--- src/pss_pkg.sv ---
`default_nettype none

package pss_pkg;

    // Clock and millisecond time base.
    localparam int CLK_PERIOD_NS = 20;
    localparam int TICK_PERIOD_MS = 1;
    localparam int TICK_PERIOD_NS = TICK_PERIOD_MS * 1000 * 1000;
    localparam int TICK_CYCLES = TICK_PERIOD_NS / CLK_PERIOD_NS;

    // Fixed acquisition and mode limits, in milliseconds.
    localparam logic [31:0] ACQ_NOSIG_MS = 32'd15000;
    localparam logic [31:0] CYCLIC_MIN_MS = 32'd500;
    localparam logic [31:0] CYCLIC_MAX_MS = 32'd10000;
    localparam logic [31:0] MS_PER_WEEK = 32'd604800000;
    localparam logic [31:0] POT_TRACK_MS = 32'd100;

    // Register byte addresses.
    localparam logic [7:0] ADDR_CTRL = 8'h00;
    localparam logic [7:0] ADDR_UPDATE = 8'h04;
    localparam logic [7:0] ADDR_SEARCH = 8'h08;
    localparam logic [7:0] ADDR_MIN_ACQ = 8'h0c;
    localparam logic [7:0] ADDR_MAX_ACQ = 8'h10;
    localparam logic [7:0] ADDR_HOLD = 8'h14;
    localparam logic [7:0] ADDR_INACT = 8'h18;
    localparam logic [7:0] ADDR_MARGIN = 8'h1c;
    localparam logic [7:0] ADDR_NAV = 8'h20;
    localparam logic [7:0] ADDR_STATUS = 8'h24;
    localparam logic [7:0] ADDR_WAKE = 8'h28;

    // Control register field positions.
    localparam int CTRL_MODE_LSB = 0;
    localparam int CTRL_NEVER_SLEEP = 2;
    localparam int CTRL_PIN_SEL = 3;
    localparam int CTRL_FORCE_ON = 4;
    localparam int CTRL_FORCE_OFF = 5;
    localparam int CTRL_INACT = 6;
    localparam int CTRL_TP_EN = 7;

    // Reset values, times in milliseconds.
    localparam logic [7:0] RST_CTRL = 8'h00;
    localparam logic [31:0] RST_UPDATE = 32'd1000;
    localparam logic [31:0] RST_SEARCH = 32'd10000;
    localparam logic [31:0] RST_MIN_ACQ = 32'd0;
    localparam logic [31:0] RST_MAX_ACQ = 32'd300000;
    localparam logic [31:0] RST_HOLD = 32'd0;
    localparam logic [31:0] RST_INACT = 32'd10000;
    localparam logic [31:0] RST_MARGIN = 32'd0;
    localparam logic [31:0] RST_NAV = 32'd1000;

    typedef enum logic [1:0] {
        MODE_CONTINUOUS = 2'h0,
        MODE_ON_OFF = 2'h1,
        MODE_CYCLIC = 2'h2
    } pss_mode_t;

    typedef enum logic [4:0] {
        ST_WAIT_FIX = 5'h01,
        ST_WAIT_SEARCH = 5'h02,
        ST_ACQ = 5'h04,
        ST_TRACK = 5'h08,
        ST_POT = 5'h10
    } pss_state_t;

    typedef enum logic [1:0] {
        PH_NONE = 2'h0,
        PH_TRACK = 2'h1,
        PH_FIX = 2'h2,
        PH_IDLE = 2'h3
    } pss_phase_t;

endpackage

`default_nettype wire

--- src/pss_sync.sv ---
`timescale 1ns/1ps
`default_nettype none

module pss_sync (
    input wire logic clock,
    input wire logic rst_n,
    input wire logic [1:0] pin_in,
    output logic [1:0] pin_sync
);
    typedef struct packed {
        logic [1:0] s1;
        logic [1:0] s2;
    } pss_sync_t;

    pss_sync_t r;
    pss_sync_t n;

    always_comb begin
        n = r;
        n.s1 = pin_in;
        n.s2 = r.s1;
    end

    always_ff @(posedge clock or negedge rst_n) begin
        if (!rst_n) begin
            r <= '0;
        end else begin
            r <= n;
        end
    end

    assign pin_sync = r.s2;
endmodule

`default_nettype wire

--- src/pss_tick.sv ---
`timescale 1ns/1ps
`default_nettype none

module pss_tick #(
    parameter int TICK_CYCLES = pss_pkg::TICK_CYCLES
) (
    input wire logic clock,
    input wire logic rst_n,
    output logic tick
);
    typedef struct packed {
        logic [15:0] cnt;
        logic tick;
    } pss_tick_t;

    pss_tick_t r;
    pss_tick_t n;

    always_comb begin
        n = r;
        n.tick = 1'b0;
        if (r.cnt >= 16'(TICK_CYCLES - 1)) begin
            n.cnt = 16'h0000;
            n.tick = 1'b1;
        end else begin
            n.cnt = 16'(r.cnt + 16'h0001);
        end
    end

    always_ff @(posedge clock or negedge rst_n) begin
        if (!rst_n) begin
            r <= '0;
        end else begin
            r <= n;
        end
    end

    assign tick = r.tick;
endmodule

`default_nettype wire

--- src/pss_top.sv ---
// Overview of operation
// - Cyclic tracking only with fix period from 0.5 s to 10 s.
// - On/off mode only with fix periods above 10 s or a zero fix period.
// - Five states: wait fix, wait search, acquisition, tracking, POWER_OPTIMISED_TRACKING_STATE.
// - Inactive states power down; acquisition full power; tracking downloads.
// - POWER_OPTIMISED_TRACKING_STATE cycles track, fix, idle; no acquisition, no download.
// - Entry to power saving states waits for time pulse readiness.
// - Weak signals leave acquisition at max time, earlier if too few.
// - No signals leave acquisition after 15 s or max time if shorter.
// - Acquisition lasts at least min time before tracking and times out at max.
// - Never-sleep keeps acquisition running instead of timing out.
// - Force-on pin high keeps awake; force-off pin low keeps inactive.
// - Toggling pin keeps awake; quiet beyond period forces inactive.
// - On/off: fail goes wait search, restart at search period less margin.
// - A filtered valid fix enters tracking and starts hold time.
// - On/off: hold expiry enters wait fix, restart on update grid.
// - On/off: lost signal returns to acquisition, then tracking or sleep.
// - Cyclic: fail goes wait search, restart on search grid.
// - Cyclic: hold expiry moves tracking into POWER_OPTIMISED_TRACKING_STATE.
// - POWER_OPTIMISED_TRACKING_STATE fixes at navigation rate; zero hold enters POWER_OPTIMISED_TRACKING_STATE at once.
// - Weak signal in POWER_OPTIMISED_TRACKING_STATE goes tracking; back after good plus hold.
// - Cyclic tracking fix failure goes acquisition; never-sleep stays there.
// - Zero update period waits in wait fix until host wakes it.
// - Zero search period waits in wait search until any wake event.
// - External power control overrides internal state decisions.
//
// The implementer's own choices: the register offsets and strobed register access.
`timescale 1ns/1ps
`default_nettype none

module pss_top #(
    parameter int TICK_CYCLES = pss_pkg::TICK_CYCLES
) (
    input wire logic clock,
    input wire logic rst_n,
    input wire logic [7:0] addr,
    input wire logic [31:0] wr_data,
    input wire logic wr_en,
    input wire logic rd_en,
    output logic [31:0] rd_data,
    input wire logic [1:0] external_wake_pin,
    input wire logic fix_valid,
    input wire logic signal_good,
    input wire logic signal_weak,
    input wire logic signal_lost,
    input wire logic weak_only,
    input wire logic too_few,
    input wire logic no_signals,
    input wire logic time_pulse_ready,
    output logic [2:0] state_code,
    output logic receiver_power_on,
    output logic acq_engine_on,
    output logic track_engine_on,
    output logic data_download_on,
    output logic [1:0] pot_phase
);
    import pss_pkg::*;

    typedef struct packed {
        pss_state_t st;
        logic [1:0] power_mode_select;
        logic never_sleep_option;
        logic pin_sel;
        logic pin_force_on_enable;
        logic pin_force_off_enable;
        logic pin_inactivity_sleep_enable;
        logic time_pulse_enable;
        logic cfg_err;
        logic [31:0] fix_update_period;
        logic [31:0] search_period;
        logic [31:0] min_acquisition_time;
        logic [31:0] max_acquisition_time;
        logic [31:0] tracking_hold_time;
        logic [31:0] pin_inactivity_period;
        logic [31:0] startup_margin;
        logic [31:0] nav_period;
        logic [31:0] acq_ms;
        logic [31:0] hold_ms;
        logic [31:0] upd_grid;
        logic [31:0] srch_grid;
        logic [31:0] inact_ms;
        logic [31:0] pot_ms;
        logic pin_prev;
        logic wake_req;
        logic [31:0] rd_data;
        logic [2:0] code;
        logic pwr_on;
        logic acq_on;
        logic trk_on;
        logic dl_on;
        logic [1:0] phase;
    } pss_regs_t;

    pss_regs_t r;
    pss_regs_t n;
    logic tick;
    logic [1:0] pin_s;

    pss_sync u_sync (
        .clock(clock),
        .rst_n(rst_n),
        .pin_in(external_wake_pin),
        .pin_sync(pin_s)
    );

    pss_tick #(
        .TICK_CYCLES(TICK_CYCLES)
    ) u_tick (
        .clock(clock),
        .rst_n(rst_n),
        .tick(tick)
    );

    function automatic logic [31:0] sat_inc(input logic [31:0] v);
        sat_inc = (v == 32'hffffffff) ? v : 32'(v + 32'h00000001);
    endfunction

    // A grid counter runs modulo its period; a zero period clears it and keeps it at zero.
    function automatic logic [31:0] grid_step(input logic [31:0] g,
                                              input logic [31:0] per);
        if (per == 32'h00000000) begin
            grid_step = 32'h00000000;
        end else if (g >= 32'(per - 32'h00000001)) begin
            grid_step = 32'h00000000;
        end else begin
            grid_step = 32'(g + 32'h00000001);
        end
    endfunction

    function automatic logic [31:0] wake_point(input logic [31:0] per,
                                               input logic [31:0] margin);
        // A grid only counts up to per - 1, so a zero margin wakes at 0.
        wake_point = (per > margin && margin != 32'h00000000) ?
                     32'(per - margin) : 32'h00000000;
    endfunction

    function automatic logic [2:0] encode_state(input pss_state_t s);
        case (s)
            ST_WAIT_FIX: encode_state = 3'h0;
            ST_WAIT_SEARCH: encode_state = 3'h1;
            ST_ACQ: encode_state = 3'h2;
            ST_TRACK: encode_state = 3'h3;
            ST_POT: encode_state = 3'h4;
            default: encode_state = 3'h7;
        endcase
    endfunction

    logic pin_level;
    logic pin_toggled;
    logic force_awake;
    logic force_asleep;
    logic sleep_ok;
    logic psm_on;
    logic on_off;
    logic cyclic;
    logic min_done;
    logic acq_timeout;
    logic upd_hit;
    logic srch_hit;
    logic [31:0] nosig_limit;
    logic [31:0] srch_point;

    always_comb begin
        n = r;

        // Mode checks against the fix period; a bad pairing falls back
        // to continuous operation rather than running out of range.
        n.cfg_err = 1'b0;
        if (r.power_mode_select == MODE_CYCLIC) begin
            n.cfg_err = (r.fix_update_period < CYCLIC_MIN_MS) ||
                        (r.fix_update_period > CYCLIC_MAX_MS);
        end else if (r.power_mode_select == MODE_ON_OFF) begin
            n.cfg_err = (r.fix_update_period != 32'h00000000) &&
                        (r.fix_update_period <= CYCLIC_MAX_MS);
        end
        psm_on = !r.cfg_err && (r.power_mode_select != MODE_CONTINUOUS);
        on_off = psm_on && (r.power_mode_select == MODE_ON_OFF);
        cyclic = psm_on && (r.power_mode_select == MODE_CYCLIC);

        // Pin control from the selected synchronised wake pin.
        pin_level = r.pin_sel ? pin_s[1] : pin_s[0];
        pin_toggled = pin_level != r.pin_prev;
        n.pin_prev = pin_level;
        if (pin_toggled) begin
            n.inact_ms = 32'h00000000;
        end else if (tick) begin
            n.inact_ms = sat_inc(r.inact_ms);
        end
        force_awake = (r.pin_force_on_enable && pin_level) ||
                      (r.pin_inactivity_sleep_enable &&
                       r.inact_ms <= r.pin_inactivity_period);
        force_asleep = !force_awake &&
                       ((r.pin_force_off_enable && !pin_level) ||
                        (r.pin_inactivity_sleep_enable &&
                         r.inact_ms > r.pin_inactivity_period));

        sleep_ok = !r.time_pulse_enable || time_pulse_ready;

        // Millisecond counters.
        if (tick) begin
            n.acq_ms = sat_inc(r.acq_ms);
            n.hold_ms = sat_inc(r.hold_ms);
            n.upd_grid = grid_step(r.upd_grid, r.fix_update_period);
            n.srch_grid = grid_step(r.srch_grid, r.search_period);
            n.pot_ms = grid_step(r.pot_ms, r.nav_period);
        end

        // Zero periods never produce a grid wake.
        upd_hit = (r.fix_update_period != 32'h00000000) &&
                  (r.upd_grid == wake_point(r.fix_update_period,
                                            r.startup_margin));
        srch_point = on_off ? wake_point(r.search_period, r.startup_margin)
                            : 32'h00000000;
        srch_hit = (r.search_period != 32'h00000000) &&
                   (r.srch_grid == srch_point);

        nosig_limit = (r.max_acquisition_time < ACQ_NOSIG_MS) ?
                      r.max_acquisition_time : ACQ_NOSIG_MS;
        min_done = r.acq_ms >= r.min_acquisition_time;
        acq_timeout = (r.acq_ms >= r.max_acquisition_time) ||
                      (min_done && weak_only && too_few) ||
                      (min_done && no_signals &&
                       r.acq_ms >= nosig_limit);

        case (r.st)
            ST_WAIT_FIX: begin
                if (!force_asleep && (!psm_on || force_awake ||
                                      r.wake_req || upd_hit)) begin
                    n.st = ST_ACQ;
                end
            end
            ST_WAIT_SEARCH: begin
                if (!force_asleep && (!psm_on || force_awake ||
                                      r.wake_req || srch_hit)) begin
                    n.st = ST_ACQ;
                end
            end
            ST_ACQ: begin
                if (fix_valid && min_done) begin
                    n.st = ST_TRACK;
                end else if (psm_on && !r.never_sleep_option &&
                             !force_awake && sleep_ok && acq_timeout) begin
                    n.st = ST_WAIT_SEARCH;
                end
            end
            ST_TRACK: begin
                if (signal_lost) begin
                    n.st = ST_ACQ;
                end else if (r.hold_ms >= r.tracking_hold_time) begin
                    if (on_off && sleep_ok && !force_awake) begin
                        n.st = ST_WAIT_FIX;
                    end else if (cyclic && signal_good && sleep_ok) begin
                        n.st = ST_POT;
                    end
                end
            end
            ST_POT: begin
                if (signal_weak || signal_lost || !cyclic) begin
                    n.st = ST_TRACK;
                end
            end
            default: begin
                n.st = ST_ACQ;
            end
        endcase

        // Pin control overrides whatever the internal logic decided.
        if (force_asleep && (r.st == ST_ACQ || r.st == ST_TRACK ||
                             r.st == ST_POT)) begin
            n.st = ST_WAIT_FIX;
        end

        if (n.st == ST_ACQ && r.st != ST_ACQ) begin
            n.acq_ms = 32'h00000000;
        end
        if (n.st == ST_TRACK && r.st != ST_TRACK) begin
            n.hold_ms = 32'h00000000;
        end
        if (n.st == ST_POT && r.st != ST_POT) begin
            n.pot_ms = 32'h00000000;
        end

        // A pending host wake is used up on leaving an inactive state.
        if ((r.st == ST_WAIT_FIX || r.st == ST_WAIT_SEARCH) &&
            n.st == ST_ACQ) begin
            n.wake_req = 1'b0;
        end

        // Register writes; a new wake request beats the clear above.
        if (wr_en) begin
            if (addr == ADDR_CTRL) begin
                n.power_mode_select = wr_data[CTRL_MODE_LSB +: 2];
                n.never_sleep_option = wr_data[CTRL_NEVER_SLEEP];
                n.pin_sel = wr_data[CTRL_PIN_SEL];
                n.pin_force_on_enable = wr_data[CTRL_FORCE_ON];
                n.pin_force_off_enable = wr_data[CTRL_FORCE_OFF];
                n.pin_inactivity_sleep_enable = wr_data[CTRL_INACT];
                n.time_pulse_enable = wr_data[CTRL_TP_EN];
            end else if (addr == ADDR_UPDATE) begin
                // Periods longer than a week are refused and the old
                // value stays in force.
                if (wr_data <= MS_PER_WEEK) begin
                    n.fix_update_period = wr_data;
                end
            end else if (addr == ADDR_SEARCH) begin
                if (wr_data <= MS_PER_WEEK) begin
                    n.search_period = wr_data;
                end
            end else if (addr == ADDR_MIN_ACQ) begin
                n.min_acquisition_time = wr_data;
            end else if (addr == ADDR_MAX_ACQ) begin
                n.max_acquisition_time = wr_data;
            end else if (addr == ADDR_HOLD) begin
                n.tracking_hold_time = wr_data;
            end else if (addr == ADDR_INACT) begin
                n.pin_inactivity_period = wr_data;
            end else if (addr == ADDR_MARGIN) begin
                n.startup_margin = wr_data;
            end else if (addr == ADDR_NAV) begin
                n.nav_period = wr_data;
            end else if (addr == ADDR_WAKE) begin
                if (wr_data[0]) begin
                    n.wake_req = 1'b1;
                end
            end
        end

        // Read data stands for one cycle only, zero otherwise.
        n.rd_data = 32'h00000000;
        if (rd_en) begin
            if (addr == ADDR_CTRL) begin
                n.rd_data = {24'h000000, r.time_pulse_enable,
                             r.pin_inactivity_sleep_enable,
                             r.pin_force_off_enable, r.pin_force_on_enable,
                             r.pin_sel, r.never_sleep_option,
                             r.power_mode_select};
            end else if (addr == ADDR_UPDATE) begin
                n.rd_data = r.fix_update_period;
            end else if (addr == ADDR_SEARCH) begin
                n.rd_data = r.search_period;
            end else if (addr == ADDR_MIN_ACQ) begin
                n.rd_data = r.min_acquisition_time;
            end else if (addr == ADDR_MAX_ACQ) begin
                n.rd_data = r.max_acquisition_time;
            end else if (addr == ADDR_HOLD) begin
                n.rd_data = r.tracking_hold_time;
            end else if (addr == ADDR_INACT) begin
                n.rd_data = r.pin_inactivity_period;
            end else if (addr == ADDR_MARGIN) begin
                n.rd_data = r.startup_margin;
            end else if (addr == ADDR_NAV) begin
                n.rd_data = r.nav_period;
            end else if (addr == ADDR_STATUS) begin
                n.rd_data = {23'h000000, r.wake_req, force_asleep,
                             force_awake, r.phase, r.cfg_err,
                             r.code};
            end
        end

        // Outputs follow the next state so they change with it.
        n.code = encode_state(n.st);
        n.pwr_on = (n.st != ST_WAIT_FIX) && (n.st != ST_WAIT_SEARCH);
        n.acq_on = n.st == ST_ACQ;
        n.trk_on = (n.st == ST_TRACK) || (n.st == ST_POT) ||
                   (n.st == ST_ACQ);
        n.dl_on = n.st == ST_TRACK;
        if (n.st != ST_POT) begin
            n.phase = PH_NONE;
        end else if (n.pot_ms < POT_TRACK_MS) begin
            n.phase = PH_TRACK;
        end else if (n.pot_ms == POT_TRACK_MS) begin
            n.phase = PH_FIX;
        end else begin
            n.phase = PH_IDLE;
        end
    end

    always_ff @(posedge clock or negedge rst_n) begin
        if (!rst_n) begin
            r <= '0;
            r.st <= ST_ACQ;
            r.power_mode_select <= RST_CTRL[CTRL_MODE_LSB +: 2];
            r.fix_update_period <= RST_UPDATE;
            r.search_period <= RST_SEARCH;
            r.min_acquisition_time <= RST_MIN_ACQ;
            r.max_acquisition_time <= RST_MAX_ACQ;
            r.tracking_hold_time <= RST_HOLD;
            r.pin_inactivity_period <= RST_INACT;
            r.startup_margin <= RST_MARGIN;
            r.nav_period <= RST_NAV;
            r.code <= 3'h2;
            r.pwr_on <= 1'b1;
            r.acq_on <= 1'b1;
            r.trk_on <= 1'b1;
        end else begin
            r <= n;
        end
    end

    assign rd_data = r.rd_data;
    assign state_code = r.code;
    assign receiver_power_on = r.pwr_on;
    assign acq_engine_on = r.acq_on;
    assign track_engine_on = r.trk_on;
    assign data_download_on = r.dl_on;
    assign pot_phase = r.phase;
endmodule

`default_nettype wire

--- config.mk ---
export PLATFORM = sky130hd
export DESIGN_NAME = pss_top
export DESIGN_NICKNAME = d
export VERILOG_FILES = /design/src/pss_pkg.sv /design/src/pss_sync.sv /design/src/pss_tick.sv /design/src/pss_top.sv
export SDC_FILE = /design/constraint.sdc
export NUM_CORES = 2
export LEC_CHECK = 0
export BUFFER_PORTS_ARGS = -buffer_cell sky130_fd_sc_hd__buf_2
export CAP_MARGIN = 20
export CORE_MARGIN = 5
export CORE_UTILIZATION = 55
export DETAILED_ROUTE_END_ITERATION = 7
export GPL_TIMING_DRIVEN = 0
export PLACE_DENSITY = 0.79
export SETUP_SLACK_MARGIN = 0.1
export SLEW_MARGIN = 20
export SYNTH_ARGS = -nofsm -noshare
export SYNTH_HDL_FRONTEND = slang
export SYNTH_SLANG_ARGS = --single-unit
--- constraint.sdc ---
create_clock -name clock -period 5.65 [get_ports clock]
set_clock_uncertainty 0.05 [all_clocks]
set_input_delay 1.13 -clock clock [delete_from_list [all_inputs] [get_ports clock]]
set_output_delay 1.13 -clock clock [all_outputs]
set_load 0.005 [all_outputs]
# Word-level counts from Yosys, hierarchy flattened
# Cells that the tools add are included.
dict set report classes {
  n_bitwise 8
  addsub 12
  mux 64
  order_cmp 18
  n_eq_ne 38
  reduce_logical 82
}
# cell n
set ops {}
lappend ops {{$mux 32} 29}
lappend ops {{$ge 32x32->1} 7}
lappend ops {{$add 32x1->32 const B} 6}
lappend ops {{$mux 128} 1}
lappend ops {{$eq 32x32->1 const B} 3}
lappend ops {{$gt 32x32->1} 3}
lappend ops {{$logic_not 32->1} 3}
lappend ops {{$reduce_bool 32->1} 3}
lappend ops {{$sub 32x1->32 const B} 3}
lappend ops {{$eq 32x32->1} 2}
lappend ops {{$sub 32x32->32} 2}
lappend ops {{$mux 5} 10}
lappend ops {{$logic_and 1x1->1} 34}
lappend ops {{$eq 32x7->1 const B} 1}
lappend ops {{$eq 8x5->1 const B} 4}
lappend ops {{$gt 32x14->1 const B} 1}
lappend ops {{$le 32x14->1 const B} 1}
lappend ops {{$le 32x30->1 const B} 1}
lappend ops {{$le 32x32->1} 1}
lappend ops {{$lt 32x14->1 const B} 1}
lappend ops {{$lt 32x7->1 const B} 1}
lappend ops {{$lt 32x9->1 const B} 1}
lappend ops {{$pmux 5 s5} 1}
lappend ops {{$eq 8x6->1 const B} 3}
lappend ops {{other kinds (37)} 100}
dict set report totals {
  reg_bits 526
  output_inout_bits 41
}

# Depth between registers and ports, before layout
dict set report depth {
  ltp_word 26
  mapped_depth 22
  ltp_nobuf 21
}

# By module
# From an unflattened synthesis, not the netlist that was laid out.
dict set report unflattened {
  hier_cells 4415
  hier_area_um2 38750.9
}
# mod cells_each instances area_per_inst_um2 seq_area_each_um2
set by_module_without_submodules {}
lappend by_module_without_submodules {pss_top 4331 1 37837.5 12680.9}
lappend by_module_without_submodules {pss_tick 80 1 813.3 425.4}
lappend by_module_without_submodules {pss_sync 4 1 100.1 100.1}

# Worst setup path after synthesis
# OpenSTA, ideal clock, no wires.
dict set report synth_timing {
  path_kind {register to register}
  from {register r[237] (netlist bit)}
  to {register r (netlist bit pot_phase[0])}
  t_arrival_ps 4444
  path_stages_with_launch 21
  synth_period_minus_slack_ps 4623
  setup_ps 129
  path_slack_ps 1027
  path_cell_list {dfrtp_1 nor2_1 nand3_1 or3_1 nor4_1 nand3_1 nor4_1 xnor2_1 ha_1 a21o_1 a21o_1 a21o_1 a21o_1 a21o_1 a21o_1 a221o_1 a31oi_1 nand2_1 nor2_1 a31oi_1 o41a_1}
}
# item line_no
set synth_rtl {}
lappend synth_rtl {{start, declared} pss_top.sv:94} ;# pss_regs_t r;
lappend synth_rtl {{start signal, assigned} pss_top.sv:396} ;# r <= n;

# Worst setup path after layout
dict set report layout_timing {
  from {register r[287] (netlist bit)}
  to {register r[224] (netlist bit)}
}
dict set report layout_via {
  elab_chain_cells 15
}
# item line_no
set layout_lines {}
lappend layout_lines {{$gt 32x32->1 or $reduce_bool 32->1 (tied branches)} pss_top.sv:133} ;# wake_point = (per > margin && margin != 32'h00000000) ?
lappend layout_lines {{$logic_and 1x1->1} pss_top.sv:133}
lappend layout_lines {{$mux 32} pss_top.sv:133}
lappend layout_lines {{$mux 32} pss_top.sv:212} ;# srch_point = on_off ? wake_point(r.search_period, r.startup_margin)
lappend layout_lines {{$eq 32x32->1} pss_top.sv:215} ;# (r.srch_grid == srch_point);
lappend layout_lines {{$logic_and 1x1->1} pss_top.sv:214} ;# srch_hit = (r.search_period != 32'h00000000) &&
lappend layout_lines {{$logic_or 1x1->1} pss_top.sv:234} ;# r.wake_req || srch_hit)) begin
lappend layout_lines {{$logic_and 1x1->1} pss_top.sv:233} ;# if (!force_asleep && (!psm_on || force_awake ||
lappend layout_lines {{$mux 5} pss_top.sv:233}
lappend layout_lines {{$pmux 5 s5 *} pss_top.sv:225} ;# case (r.st)
lappend layout_lines {{$mux 5 *} pss_top.sv:268} ;# if (force_asleep && (r.st == ST_ACQ || r.st == ST_TRACK ||
lappend layout_lines {{$eq 5x3->1 *} pss_top.sv:273} ;# if (n.st == ST_ACQ && r.st != ST_ACQ) begin
lappend layout_lines {{$logic_and 1x1->1 *} pss_top.sv:273}
lappend layout_lines {{$ne 2x1->1 (no source line) or $reduce_bool 2->1 (tied branches)} --}
lappend layout_lines {{$reduce_and 2->1 (no source line)} --}
# Mark *: on every way between the ends. The rest lies on a longest branch, timed or not.
# A chain may end at the register's enable or synchronous reset.

==> results.md <==
- Syn Inst Count: 4461
- Die area: 76100 sq um
- Period utilization: 0.972
- Syn-to-layout area delta: 10.6%
- Clock Path Buffers: 3
- Sequential share of the synthesized area: 0.340
- Vias in the first global route: 34700
- Slowest-stage cell, CP: or4_1
- GRT overflow: 0
- Chip width: 276 um
- Hold_ws: 0.303 ns
- Top FF cell, synth: dfrtp_1
- Post-synthesis cell type with the largest combined area: dfrtp_1
- Crit path max fanout: 10
- Syn avg cell area: 8.71 sq um
- Final hold vios: 0
- Crit Reg-Reg Startpoint: r[287]$_DFFE_PN0P_
- Area share of the largest cell type after synthesis: 0.316
- Critical Path Start Type: flip-flop
- Setup CP Type: reg2reg
- TritonCTS Buffers: 58
- Total routed wirelength: 151000 um
- Ys async rst share: 1.00
- Via density: 6.65
- FMAX: 182 MHz
- Final Power: 0.00967 W
- RR Endpoint: r[224]$_DFFE_PN0P_
- RSZ-0062 raised after global routing: false
- GR Util met3: 0.136
- Worst skew pair latency: 0.69 ns
- Top post-synthesis cells by count: 491 x dfrtp_1, 412 x nor2_1, 370 x nand2_1, 330 x ha_1, 254 x o21ai_0
- Vias: 37400
- CTS tree: done
- # DRC: 4
- VDD IR max: 0.290 mV
- Number of enable flip-flop cells after synthesis: 0
- #FFs+latches synth: 526
- TritonRoute pass-1 iters: 8
- Top-count cell post-synth: dfrtp_1
- GRT busiest layer: met2
- Hold WC Path Type: reg2reg
- Final nets: 5003
- Clk slew on worst S/H paths: 0.07 ns
- Buffers & Inverters on Critical Path: 4
- Global placement routability congestion: 1.13
- Pleak: 19.5 nW
- Met1 capacity usage during global routing: 0.504
- Routed Antenna Nets: 0
- Layout cells sized above 1: 0.115
- Cts hold-fix bufs: 0
- Failing checks: design-rule violations
- Cell variety after synth: 92
- FF-to-FF setup slack: 0.16 ns
- Hpwl dp: 117000 um
- Kind of cell adding the most delay to the critical path: simple AND/OR/NAND/NOR gates
- Post-route setup TNS: 0 ns
- Pins Over Slew Limit: 0
- Drt wl/cell: 26.8 um
- H-tree levels: 2
- Starting DRT DRC Count: 5034
- Worst hold start: u_sync.n[1]$_DFF_PN0_
- CTS sink count: 526
- Status: finished, violations left
- R2R depth: 17
- CP max stage delay: 0.78 ns
- Final min period: 5.49 ns
- Gr usage total: 0.387
- Pwr/cell area: 225 nW/um^2
- Hold Crit Depth: 0
- Met2 Usage GRT: 0.573
- Largest net degree at the start of global routing: 103
- Initial Utilization: 0.555
- Synthesized cell area: 38900 sq um
- CP required: 6.17 ns
- Final setup fails: 0
- Crit-path cells: inv_1 -> ha_1 -> clkbuf_1 -> nand4_1 -> or4_1 -> a21o_1 -> a31oi_1 -> or2_0 -> nor3b_1 -> nor4b_1 -> nand4_1 -> or4_1 -> or3b_1 -> a21oi_4 -> buf_12 -> buf_6 -> nor2_1
- Syn. warnings: 0
- Worst Hold Path EP: u_sync.pin_sync[1]$_DFF_PN0_
- Max-cap viol count: 0
- # port buffers: 62
- Slew headroom: 0.140
- Crit. path cell count: 17
- Top post-synthesis cells by area: dfrtp_1 32%, ha_1 11%, mux2_2 4.9%, nor2_1 4.0%, xnor2_1 4.0%
- Rows: 97
- Die Y: 276 um
- Core Footprint: 70000 sq um
- # IOs: 95
- First-pass GRT wire length: 222000 um
- Worst Tran Pin Value: 1.29 ns
- Root buf cell: clkbuf_16
- Crit. End Element: flip-flop
- CP arrival: 6.01 ns
- Initial antenna violation count: 12
[worst max path at each step]
| stage | start | to | slack, ns |
|---|---|---|---|
| 2_1_floorplan | r[237]$_DFFE_PN0P_ | pot_phase[0]$_DFF_PN0_ | 1.03 |
| 3_3_place_gp | rst_n | r[139]$_DFFE_PN0P_ | -7.37 |
| 3_5_place_dp | r[366]$_DFFE_PN0P_ | r[222]$_DFFE_PN0P_ | -0.42 |
| 4_1_cts | r[429]$_DFFE_PN0P_ | r[136]$_DFFE_PN0P_ | 0.11 |
| 5_1_grt | r[274]$_DFFE_PN0P_ | track_engine_on$_DFF_PN1_ | 0.08 |
| 6_report | r[287]$_DFFE_PN0P_ | r[224]$_DFFE_PN0P_ | 0.16 |
[routing by layer]
| layer | share of wire | vias up |
|---|---|---|
| li1 | - | 16500 |
| met1 | 0.39 | 18100 |
| met2 | 0.42 | 2241 |
| met3 | 0.13 | 490 |
| met4 | 0.063 | 10 |
| met5 | 0.00045 | - |
[placed cells by master (no fill, tap or decap), types with 36 or more instances in the layout]
master | synthesis | layout
a21o_1 | 129 | 129
a21oi_1 | 234 | 233
a221oi_1 | 47 | 47
a31oi_1 | 36 | 36
and3_1 | 60 | 60
buf_2 | 20 | 82
buf_4 | 40 | 50
clkbuf_1 | 182 | 182
clkbuf_16 | 0 | 58
dfrtp_1 | 491 | 491
ha_1 | 330 | 330
inv_1 | 230 | 229
mux2_2 | 168 | 168
nand2_1 | 370 | 370
nand2b_1 | 41 | 40
nand3_1 | 148 | 147
nand4_1 | 126 | 126
nor2_1 | 412 | 412
nor2b_1 | 36 | 36
nor3_1 | 96 | 94
nor4_1 | 64 | 53
o21ai_0 | 254 | 254
o22ai_1 | 46 | 46
o31ai_1 | 39 | 36
or3_1 | 43 | 43
xnor2_1 | 176 | 176
xor2_1 | 115 | 115
[what timing repair did]
action                                  4_1_cts  5_1_grt
endpoints found under the setup margin       93      125
endpoints found under the hold margin         0        0
pin swaps                                     2        3
setup buffers                                 5        4
resized for setup                            13       42
[area by class of cell]
type / count / area [sq um]
antenna: 13 / 32.5
fill: 6091 / 27000
multi-input combinational: 3443 / 23800
timing repair buffer: 80 / 579
clock buffer: 82 / 1640
sequential: 526 / 13200
buffer: 278 / 1290
clock inverter: 28 / 417
inverter: 230 / 863
tap: 940 / 1180
[through the flow]
step                worst slack (ns)   util  cells  cell area [sq um]
finish                         0.160  0.614   5620              43000
global route                  0.0826  0.613   5607              43000
CTS                            0.108  0.610   5601              42700
detailed placement            -0.420  0.580   5486              40600
global placement               -7.37  0.577   5480              40400
floorplan                       1.03      -   4478              38900
[power breakdown]
part	internal [W]	leakage (nW)	switching, W
Clock	0.00241	1.01	0.00173
Sequential	0.00389	6.41	0.000136
Combinational	0.000528	12.1	0.000982
[registers in the layout (all words and copies together) (netlist names), 2 cells and up]
signal           flops
u_sync.n             2
state_code           3
r                  464
u_tick.r            16
pot_phase            2
rd_data             32
u_sync.pin_sync      2
[cells by family after synthesis]
group           after synthesis  synth area share
flops                       526             0.340
xor+xnor                    292            0.0662
simple gates               1520             0.191
compound gates             1090             0.187
other cells                   1         0.0000965
buf+inv                     509            0.0549
mux                         191            0.0546
fa+ha+maj                   332             0.107
[worst register-to-register path: cells and delay by family (launching register included)]
family / cells / cell delay, ns
compound gates: 3 / 0.70
fa+ha+maj: 1 / 0.32
buf+inv: 4 / 0.83
flops: 1 / 0.43
simple gates: 9 / 3.08
No activity file was read; power rests on OpenSTA's default activity.
